**config.mk**
```make
export PLATFORM = sky130hd
export DESIGN_NAME = lcdsd_top
export DESIGN_NICKNAME = d
export VERILOG_FILES = /design/src/logic/lcdsd_pkg.sv /design/src/logic/lcdsd_button.sv /design/src/logic/lcdsd_top.sv
export VERILOG_INCLUDE_DIRS = /design/src /design/src/logic
export SDC_FILE = /design/constraint.sdc
export NUM_CORES = 1
export LEC_CHECK = 0
export BUFFER_PORTS_ARGS = -buffer_cell sky130_fd_sc_hd__buf_2
export CAP_MARGIN = 20
export CORE_MARGIN = 2
export CORE_UTILIZATION = 45
export DETAILED_ROUTE_END_ITERATION = 6
export SYNTH_ARGS = -nofsm -noshare
export SYNTH_HDL_FRONTEND = slang
export SYNTH_SLANG_ARGS = --single-unit
```
**constraint.sdc**
```tcl
create_clock -name CLOCK_IN -period 2.3 [get_ports CLOCK_IN]
set_input_delay 0.345 -clock CLOCK_IN [delete_from_list [all_inputs] [get_ports CLOCK_IN]]
set_output_delay 0.345 -clock CLOCK_IN [all_outputs]
set_load 0.02 [all_outputs]
```
**src/logic/lcdsd_map.svh**
```systemverilog
`ifndef LCDSD_MAP_SVH
`define LCDSD_MAP_SVH
`define LCDSD_CLK_HZ 250000000
`define LCDSD_BP_HZ 100
`define LCDSD_TEST_HZ 1
`define LCDSD_BP_HALF (`LCDSD_CLK_HZ / (2 * `LCDSD_BP_HZ))
`define LCDSD_TEST_HALF (`LCDSD_CLK_HZ / (2 * `LCDSD_TEST_HZ))
`define LCDSD_DEBOUNCE_MS 10
`define LCDSD_DEBOUNCE_CYC (`LCDSD_CLK_HZ / 1000 * `LCDSD_DEBOUNCE_MS)
`define LCDSD_STEP_HZ 4
`define LCDSD_STEP_CYC (`LCDSD_CLK_HZ / `LCDSD_STEP_HZ)
`define LCDSD_NSEG 16
`define LCDSD_PAT_RST 16'h0001
`endif

```
**src/logic/lcdsd_pkg.sv**
```systemverilog
package lcdsd_pkg;
  typedef enum logic [1:0] {ST_IDLE, ST_PRESS, ST_HELD} lcdsd_btn_st_t;
  typedef struct packed {
    logic [1:0] sync;
    logic level;
    logic [31:0] cnt;
    lcdsd_btn_st_t st;
    logic pulse;
  } lcdsd_btn_t;
endpackage

```
**src/logic/lcdsd_button.sv**
```systemverilog
`include "lcdsd_map.svh"
module lcdsd_button #(
  parameter int unsigned DEBOUNCE_CYC = `LCDSD_DEBOUNCE_CYC
) (
  input wire logic clk_in,
  input wire logic rst_in,
  input wire logic button_in,
  output logic level_out,
  output logic press_out
);
  lcdsd_pkg::lcdsd_btn_t r_q, r_d;
  // ****************************************
  // synchronise, debounce, press edge
  // ****************************************
  always_comb begin
    r_d = r_q;
    r_d.sync = {r_q.sync[0], button_in};
    r_d.pulse = 1'b0;
    if (r_q.sync[1] != r_q.level) begin // RULE12
      if (r_q.cnt >= DEBOUNCE_CYC - 1) begin
        r_d.level = r_q.sync[1];
        r_d.cnt = 32'h0;
        if (r_q.sync[1]) begin
          r_d.pulse = 1'b1;
        end
      end else begin
        r_d.cnt = r_q.cnt + 32'h1;
      end
    end else begin
      r_d.cnt = 32'h0;
    end
    case (r_q.st)
      lcdsd_pkg::ST_IDLE: if (r_d.pulse) r_d.st = lcdsd_pkg::ST_HELD;
      lcdsd_pkg::ST_HELD: if (!r_d.level) r_d.st = lcdsd_pkg::ST_IDLE;
      default: r_d.st = lcdsd_pkg::ST_IDLE;
    endcase
  end
  always_ff @(posedge clk_in) begin
    if (rst_in) begin
      r_q <= '0;
    end else begin
      r_q <= r_d;
    end
  end
  assign level_out = r_q.level;
  assign press_out = r_q.pulse;
endmodule

```
**src/logic/lcdsd_top.sv**
```systemverilog
// Behaviour
// RULE1 - backplane 100 Hz square wave, 50 percent
// RULE2 - every segment has its own output pin
// RULE3 - lit segment drives inverted backplane
// RULE4 - blank segment drives same as backplane
// RULE5 - divider gives 1 Hz square output
// RULE6 - plain input copied straight to output
// RULE7 - hysteresis input copied straight to output
// RULE8 - shift register sets scroll step rate; code sets it with the step_cnt counter, pat only rotates
// RULE9 - toggle button swaps clock source, precision first
// RULE10 - reset button blanks, resets, selects precision
// RULE11 - rc source adds slowing delay stage
// RULE12 - buttons debounced, clock switching glitch free
`include "lcdsd_map.svh"
module lcdsd_top #(
  parameter int unsigned BP_HALF = `LCDSD_BP_HALF,
  parameter int unsigned TEST_HALF = `LCDSD_TEST_HALF,
  parameter int unsigned STEP_CYC = `LCDSD_STEP_CYC,
  parameter int unsigned DEBOUNCE_CYC = `LCDSD_DEBOUNCE_CYC
) (
  input wire logic CLOCK_IN,
  input wire logic SYS_RST_IN,
  input wire logic RESET_BUTTON_IN,
  input wire logic CLOCK_TOGGLE_BUTTON_IN,
  input wire logic PLAIN_IN,
  input wire logic HYST_IN,
  output logic LCD_BACKPLANE_OUT,
  output logic [`LCDSD_NSEG-1:0] SEGMENT_OUT,
  output logic ONE_HERTZ_OUTPUT_OUT,
  output logic PLAIN_BUF_OUT,
  output logic HYST_BUF_OUT,
  output logic RC_SELECT_OUT
);
  typedef struct packed {
    logic [31:0] bp_cnt;
    logic bp;
    logic [31:0] hz_cnt;
    logic hz;
    logic [31:0] step_cnt;
    logic slow;
    logic [`LCDSD_NSEG-1:0] pat;
    logic [`LCDSD_NSEG-1:0] seg;
    logic rc_sel;
    logic [1:0] plain_s;
    logic [1:0] hyst_s;
  } lcdsd_top_t;
  lcdsd_top_t s_q, s_d;
  logic rb_level;
  logic tog_press;
  logic blank;
  // ****************************************
  // push buttons
  // ****************************************
  lcdsd_button #(.DEBOUNCE_CYC(DEBOUNCE_CYC)) u_rst_btn (
    .clk_in(CLOCK_IN),
    .rst_in(SYS_RST_IN),
    .button_in(RESET_BUTTON_IN),
    .level_out(rb_level),
    .press_out()
  );
  lcdsd_button #(.DEBOUNCE_CYC(DEBOUNCE_CYC)) u_tog_btn (
    .clk_in(CLOCK_IN),
    .rst_in(SYS_RST_IN),
    .button_in(CLOCK_TOGGLE_BUTTON_IN),
    .level_out(),
    .press_out(tog_press)
  );
  assign blank = rb_level; // RULE10
  // ****************************************
  // dividers, scroll and segment drive
  // ****************************************
  always_comb begin
    s_d = s_q;
    s_d.plain_s = {s_q.plain_s[0], PLAIN_IN};
    s_d.hyst_s = {s_q.hyst_s[0], HYST_IN};
    if (s_q.bp_cnt >= BP_HALF - 1) begin // RULE1
      s_d.bp_cnt = 32'h0;
      s_d.bp = ~s_q.bp;
    end else begin
      s_d.bp_cnt = s_q.bp_cnt + 32'h1;
    end
    if (s_q.hz_cnt >= TEST_HALF - 1) begin // RULE5
      s_d.hz_cnt = 32'h0;
      s_d.hz = ~s_q.hz;
    end else begin
      s_d.hz_cnt = s_q.hz_cnt + 32'h1;
    end
    if (tog_press) begin // RULE9
      s_d.rc_sel = ~s_q.rc_sel;
    end
    if (s_q.step_cnt >= STEP_CYC - 1) begin
      s_d.step_cnt = 32'h0;
      if (s_q.rc_sel && !s_q.slow) begin // RULE11
        s_d.slow = 1'b1;
      end else begin
        s_d.slow = 1'b0;
        s_d.pat = {s_q.pat[`LCDSD_NSEG-2:0], s_q.pat[`LCDSD_NSEG-1]}; // RULE8
      end
    end else begin
      s_d.step_cnt = s_q.step_cnt + 32'h1;
    end
    for (int i = 0; i < `LCDSD_NSEG; i++) begin // RULE2
      if (s_q.pat[i] && !blank) begin
        s_d.seg[i] = ~s_d.bp; // RULE3
      end else begin
        s_d.seg[i] = s_d.bp; // RULE4
      end
    end
    if (blank) begin // RULE10
      s_d.rc_sel = 1'b0;
      s_d.pat = `LCDSD_PAT_RST;
      s_d.step_cnt = 32'h0;
      s_d.slow = 1'b0;
    end
  end
  always_ff @(posedge CLOCK_IN) begin
    if (SYS_RST_IN) begin
      s_q <= '0;
      s_q.pat <= `LCDSD_PAT_RST;
    end else begin
      s_q <= s_d;
    end
  end
  // ****************************************
  // outputs
  // ****************************************
  assign LCD_BACKPLANE_OUT = s_q.bp;
  assign SEGMENT_OUT = s_q.seg;
  assign ONE_HERTZ_OUTPUT_OUT = s_q.hz;
  assign PLAIN_BUF_OUT = s_q.plain_s[1]; // RULE6
  assign HYST_BUF_OUT = s_q.hyst_s[1]; // RULE7
  assign RC_SELECT_OUT = s_q.rc_sel; // RULE12
endmodule

```
==> Word-level counts from Yosys, hierarchy flattened <==
Index checks and enable logic that the tools add are counted.
{ "totals": {"ff_bits": 207, "memories": 0, "rom_bits": 0, "latch_bits": 0, "ram_bits": 0, "input_bits": 6} }
{ "op_classes": {"n_bitwise": 8, "magnitude_cmp": 5, "n_shift": 0, "n_eq_ne": 2, "div": 0, "mul": 0, "n_reduce_logical": 29, "addsub": 5, "n_mux": 19} }
{ "ops": {"columns": ["op", "n"], "rows": [
  ["adder 32 x 1 -> 32 bit, second input constant", 5],
  ["greater-or-equal comparator 32 x 22 -> 1 bit, second input constant", 2],
  ["greater-or-equal comparator 32 x 21 -> 1 bit, second input constant", 1],
  ["greater-or-equal comparator 32 x 26 -> 1 bit, second input constant", 1],
  ["greater-or-equal comparator 32 x 27 -> 1 bit, second input constant", 1],
  ["two-way mux 1 bit", 19],
  ["logical AND 1 bit", 17],
  ["OR reduction 3 bit", 4],
  ["inverter 1 bit", 8],
  ["AND reduction 2 bit", 3],
  ["OR reduction 2 bit", 3],
  ["logical NOT 1 bit", 2],
  ["!= test 1 bit", 2]
]} }

==> Logic depth before layout (Yosys ltp) <==
Gate-level depths: netlist of the first run.
{ "logic_depth": {"depth_word": 4, "mapped_depth": 8, "depth_no_buf": 6} }

==> Cells and area by module <==
A second synthesis of the first run with hierarchy kept.
{ "hier_totals": {"cells_unflattened": 851, "area_unflattened_um2": 8318.0} }
{ "modules_own_cells": {"columns": ["mod", "area_per_inst_um2", "seq_area_each_um2", "n_inst", "cells_per_inst"], "rows": [
  ["lcdsd_top", 5560.3, 2722.6, 1, 575],
  ["lcdsd_button", 1378.8, 720.7, 2, 138]
]} }

==> Worst setup path before layout of the first run <==
OpenSTA, ideal clock, no wires.
{ "synth_path": {"kind": "reg2reg", "start": "reg u_rst_btn.r_q[3] (netlist name)", "end": "reg u_rst_btn.r_q[10] (netlist name)", "arrival_ns": 2.196, "setup_ns": 0.064, "path_stages_with_launch": 9, "setup_slack_ns": 0.040, "path_cell_list": "dfxtp_1 ha_1 and4_1 buf_6 o311a_1 o311a_1 or4_4 buf_6 nor2_1"} }
{ "synth_between": {"elab_chain_len": 2, "word_cells_on_any_way": 3, "classes_between": "1 x add/sub; 1 x order compare; 1 x reduce/logical"} }
{ "synth_lines": {"columns": ["item", "line_no", "rtl"], "rows": [
  ["start, declared", "lcdsd_button.sv:11", "lcdsd_pkg::lcdsd_btn_t r_q, r_d;"],
  ["start signal, assigned", "lcdsd_button.sv:42", "r_q <= r_d;"],
  ["greater-or-equal comparator 32 x 22 -> 1 bit", "lcdsd_button.sv:20", "if (r_q.cnt >= DEBOUNCE_CYC - 1) begin"],
  ["OR reduction 3 bit (no source line)", null, null]
]} }
Several ways; a longest one is shown, not always the timed one.
A chain may end at the register's enable or synchronous reset.

==> Worst setup path after layout of the first run <==
{ "layout_path": {"start": "reg u_rst_btn.r_q[3] (netlist name)", "end": "reg u_rst_btn.r_q[6] (netlist name)"} }
The elaborated chain is that of the path after synthesis.

==> results.toml, run 1 <==
[flow_run]
maxCapViolCount = 0

[clock_network]
cts_made_buffers = 23
clockBufferDepth = 3
cts-root-buf = "clkbuf_16"
path_clk_slew_ps = 60
clkLatencyLatePin_ps = 500
cts_tree = "built"
clock_sinks = 207
htreeDepth = 1

[route]
drt-vias-per-instance = 4.807
routed_wl_um = 13870
final_antenna_net_count = 0
routedWlPerCell_um = 11.32
num_vias = 5889
drcViolationCount = 0
drt_iter0_markers = 185
dr.pass1.iters = 4

[timing]
tns_ps = 0
fin_skew_ps = 7.773
relSlewSlack_pct = 57.52
clock.fmax_ghz = 0.4652
fin_crit_sh_pct = 93.46
rsz0062_at_grt = "no"
setup_viol_count_final = 0
drv_slew = 0
min_period_ps = 2150
finalHoldViolCount = 0
finalHoldWorstSlack_ps = 54.87
tightest_slew_ps = 621.2
worst_slack_ps = 150.3

[synth]
yosysSeqAreaShare_pct = 49.54
synth_edf_count = 0
syn_area_per_cell_sq_um = 9.103
synth_top_cell_by_area = "dfxtp_1"
synth_ff_type = "dfxtp_1"
synthTopCellsByArea = "dfxtp_1 (50%), xnor2_1 (8.7%), nor2_1 (7.0%)"
synth-seq-cells = 207
ys_warn_count = 0
synth_top_area_share_pct = 49.54
syn_area_sq_um = 8366
netlist_instances = 919
synth_cell_types = 53
async_flop_share_pct = 0

[placement]
port_buffers = 26
place_ws_ps = 44.78
place_congestion = 0.7522
dp_cells = 1186
hpwlAfterDp_um = 9231
placed_area_sq_um = 8836

[global_routing]
overflow = 0
antenna_found_initial = 0
grt_usage_pct = 14.41
grt_pass1_wl_um = 24490
grt_pass1_vias = 5388
grt_max_degree = 34

[setup_path]
startpoint_type = "flip-flop"
path_buf_inv = 0
crit_end = "u_rst_btn.r_q[6]"
cp_num_cells = 6
slowest_stage = "or4_4"
worstPathCellList = "ha_1, and4_1, o311a_1, o311a_1, or4_4, nor2_1"
cpPeakStageDelay_ps = 570
r2r_setup_slack_ps = 150
r2r-start = "u_rst_btn.r_q[3]"
crit_top_cell = "o311a_1"
r2r-end = "u_rst_btn.r_q[6]"
crit_start = "u_rst_btn.r_q[3]"
arrival_ps = 2580
worst_ep_required_time_ps = 2730
worstSetupEndpointType = "flip-flop"
worst-setup-path-type = "reg -> reg"
rr_worst_depth = 6
critPathTopFamily = "simple AND/OR/NAND/NOR gates"
crit_fanout = 22

[finish]
final_util_pct = 53.39
drive_gt1_share_pct = 9.538
final_common_cell = "dfxtp_1"
layout_common_cells = "dfxtp_1 (207), nor2_1 (155), xnor2_1 (83)"
design_area_sq_um = 9657
num-nets-final = 993
multi_input_area_sq_um = 4010
area_delta_synth_final_pct = 15.44
fillers = 1649
antenna_cells = 0
final_cells = 1225
register_area_sq_um = 4144

[floorplanning]
die_area_sq_um = 19700
core_area_sq_um = 18090
initial_core_util_pct = 46.25
io_pins = 27
die_h_um = 140.3
rows = 49
die_x_um = 140.3

[power_and_ir_drop]
p_int_mw = 6.260
ir_drop_v = 0.0006141
p_per_area_nw_per_um2 = 809.5
switching_share_pct = 19.92
power_frac_clock_pct = 50.2
p_sw_mw = 1.557
p_total_mw = 7.817
leakage_nw = 3.463
power_frac_comb_pct = 2.6
seqPwrFrac_pct = 47.2

[worst_hold_path]
whs_path_depth = 2
hp-class = "in -> reg"

[outcome]
status = "finished clean"
[cells in the mapped netlist, types with 2 or more instances]
cell type / instances
a21oi_1: 22
xor2_1: 38
mux2i_1: 17
nand2_1: 54
buf_4: 17
a21o_1: 4
buf_2: 4
a31oi_1: 3
inv_1: 24
or4_1: 2
ha_1: 5
nor4_1: 17
a211oi_1: 3
nand2b_1: 2
a211o_1: 3
dfxtp_1: 207
nor2_1: 155
xnor2_1: 83
o21ai_0: 24
buf_6: 3
nor2b_1: 28
o311a_1: 2
or3_1: 23
and4_1: 10
o211ai_1: 2
nand4_1: 19
and2_1: 7
nor3_1: 29
nand3_1: 45
nand4b_1: 4
o2111ai_1: 3
and3_1: 14
clkbuf_1: 25
o21ba_2: 2
[power by group through the flow]
stage | Clock (mW) | Combinational (mW) | Sequential, mW
floorplan | 0 | 0.174 | 3.77
global placement | 0 | 0.207 | 3.77
detailed placement | 0 | 0.207 | 3.77
CTS | 4.04 | 0.208 | 3.69
global route | 4.18 | 0.231 | 3.69
finish | 3.92 | 0.205 | 3.69
[layer usage]
| metal | wire length, um | track usage [%] | vias up |
|---|---|---|---|
| met2 | 5995 | 23.17 | 64 |
| met1 | 7061 | 19.62 | 2632 |
| li1 | - | - | 3165 |
| met3 | 451 | 2.872 | 28 |
| met4 | 361 | 4.466 | 0 |
| met5 | 0 | 0 | - |
[flip-flops by register name (all words and copies together), names as in the netlist, 2 cells and up]
name	flops
SEGMENT_OUT	16
s_d	2
u_tog_btn.r_q	33
u_rst_btn.r_q	33
s_q	113
[final cells by class]
type	instances	share of cell area, %
Multi-Input combinational cell	680	41.53
Timing Repair Buffer	46	3.161
Sequential cell	207	42.91
Tap cell	229	2.967
Clock buffer	28	6.569
Clock inverter	11	1.931
Inverter	24	0.9329
[cell families (layout without fill, tap and decap cells)]
group	Yosys count	count (layout)	share of synthesized area (%)
compound gates	76	76	5.908
simple gates	418	418	24.56
flops	207	207	49.54
buf+inv	73	109	4.367
mux	18	18	2.169
other cells	1	42	0.04483
xor+xnor	121	121	12.67
fa+ha+maj	5	5	0.7478
[worst min path at each step]
stage | from | end | slack, ps
2_1_floorplan | u_rst_btn.r_q[3] | u_rst_btn.r_q[3] | 410
3_3_place_gp | s_d[1] | HYST_BUF_OUT | 420
3_5_place_dp | u_tog_btn.r_d[37] | u_tog_btn.r_q[37] | 420
4_1_cts | HYST_IN | s_d[1] | 30
5_1_grt | RESET_BUTTON_IN | u_rst_btn.r_d[37] | 50
6_report | HYST_IN | s_d[1] | 50
[repair_timing]
item | CTS | global route
endpoints found under the setup margin | 0 | 15
setup buffers | 0 | 0
gates resized for setup | 0 | 0
hold buffers | 0 | 0
Note: power is estimated with default switching activity, not from simulation.
==> run 2: changes to the inputs <==
Settings changed: SYNTH_HIERARCHICAL from default to 1.
==> run 2 against run 1 <==
Effect of this change:
- sequential cell count did not move
- area after synthesis fell by 0.87%
- utilization shrank 0.54 points
- worst hold slack better by 8.3 ps
- synthesized cell count fell by 7.6%
- first-iteration DRC count is 24% higher
- sequential power hardly changed
- worst setup slack improved by 45 ps
- die area is 0.85% lower
- final cell count fell by 5.1%
- critical path depth grew 1
- sequential share of layout area is 0.59 points higher
- critical endpoint is now SEGMENT_OUT[2]
- largest power group is now sequential cells
- highest routed layer unchanged
==> results.toml, run 2 <==
[placement]
placed_area_sq_um = 8743
place_congestion = 0.7592
hpwlAfterDp_um = 9490
port_buffers = 26

[setup_path]
worstPathCellList = "ha_1, nand3_2, a2111o_2, and4_4, nor3_4, buf_12, mux2i_1"
crit_fanout = 16
slowest_stage = "a2111o_2"
path_buf_inv = 1
worst_ep_required_time_ps = 2720
startpoint_type = "flip-flop"
worstSetupEndpointType = "flip-flop"
cpPeakStageDelay_ps = 470
critPathTopFamily = "simple AND/OR/NAND/NOR gates"
worst-setup-path-type = "reg -> reg"
arrival_ps = 2530

[finish]
drive_gt1_share_pct = 11.27
area_delta_synth_final_pct = 14.88
regMostFlops = "s_q"
final_common_cell = "dfxtp_1"
num-nets-final = 927
layout_common_cells = "dfxtp_1 (207), nor2_1 (118), xor2_1 (62)"
largest_reg_flops = 113
fillers = 1698
reg_top3 = "s_q (113), u_rst_btn/r_q (33), u_tog_btn/r_q (33)"
design_area_sq_um = 9527

[power_and_ir_drop]
leakage_nw = 3.595
ir_drop_v = 0.001035
p_per_area_nw_per_um2 = 795.5

[route]
drcViolationCount = 0
routedWlPerCell_um = 12.32
routed_wl_um = 14310
drt-vias-per-instance = 4.977
drt_iter0_markers = 229
num_vias = 5783
dr.pass1.iters = 4
final_antenna_net_count = 0

[clock_network]
cts-root-buf = "clkbuf_16"
path_clk_slew_ps = 60
clkLatencyLatePin_ps = 490
cts_made_buffers = 23
htreeDepth = 1
cts.hold.buffers_added = 0
clock_sinks = 207
postCtsSetupBuffers = 0
clockBufferDepth = 3
cts_tree = "built"

[synth]
ys_warn_count = 6
netlist_instances = 849
syn_area_sq_um = 8293
syn_area_per_cell_sq_um = 9.768

[floorplanning]
core_area_sq_um = 18020
die_x_um = 139.8
rows = 49
initial_core_util_pct = 46.01
die_area_sq_um = 19530
die_h_um = 139.8
io_pins = 27

[timing]
tns_ps = 0
min_period_ps = 2105
drv_slew = 0
rsz0062_at_grt = "no"
setup_viol_count_final = 0
fin_crit_sh_pct = 91.51
relSlewSlack_pct = 61.06
tightest_slew_ps = 579.6
finalHoldViolCount = 0
fin_skew_ps = 9.798
clock.fmax_ghz = 0.4751

[global_routing]
antenna_found_initial = 1
grt_usage_pct = 15.01
grt_pass1_vias = 5452
grt_max_degree = 27
overflow = 0
grt_pass1_wl_um = 25390

[worst_hold_path]
hp-class = "in -> reg"

[flow_run]
maxCapViolCount = 0

[outcome]
status = "finished clean"
-- run 2: path summary, 6_finish.rpt --
path | startpoint | to | slack [ps] | cells past startpoint
worst max-delay path | s_q[104] | SEGMENT_OUT[2] | 200 | 7
worst min-delay path | PLAIN_IN | s_d[3] | 60 | 2
worst max register to register | s_q[104] | SEGMENT_OUT[2] | 200 | 7
worst min register to register | u_rst_btn/r_d[37] | u_rst_btn/r_q[37] | 430 | 1
-- run 2: where the power goes --
part	leakage (nW)	switching [mW]	total, mW	internal (mW)
Clock	0.365	1.45	3.69	2.24
Combinational	1.54	0.117	0.196	0.0796
Sequential	1.69	0.0276	3.69	3.67
-- run 2: final cells by class --
cell class / instances / area (sq um) / area share (%)
repair buffers: 40 / 272.8 / 2.863
clock inverters: 16 / 176.4 / 1.852
flip-flops and latches: 207 / 4144 / 43.50
inverters: 9 / 33.78 / 0.3546
clock buffers: 25 / 603.1 / 6.330
multi-input cells: 635 / 4008 / 42.07
diodes: 1 / 2.502 / 0.02627
well taps: 229 / 286.5 / 3.008
-- run 2: through the flow --
step | utilization [%] | power [mW] | hold slack, ps | instances | worst slack (ps)
2_1_floorplan | - | 3.936 | 413.8 | 888 | 145.6
3_3_place_gp | 48.51 | 3.970 | 418.5 | 1120 | -14.03
3_5_place_dp | 48.51 | 3.973 | 423.7 | 1120 | -66.84
4_1_cts | 52.84 | 7.687 | 43.49 | 1161 | 187.6
5_1_grt | 52.84 | 7.874 | 55.52 | 1161 | 55.34
6_report | 52.85 | 7.579 | 63.16 | 1162 | 195.2
-- run 2: layer usage --
| metal | global-route usage, % | part of all wire, % |
|---|---|---|
| met5 | 0 | 0 |
| met4 | 3.789 | 2.1 |
| met3 | 3.338 | 3.8 |
| met2 | 24.49 | 45 |
| met1 | 20.24 | 49 |
-- run 2: what timing repair did --
action                                  in CTS  in global routing
resized for setup                            1                  0
endpoints found under the setup margin      21                  0
endpoints found under the hold margin        0                  0
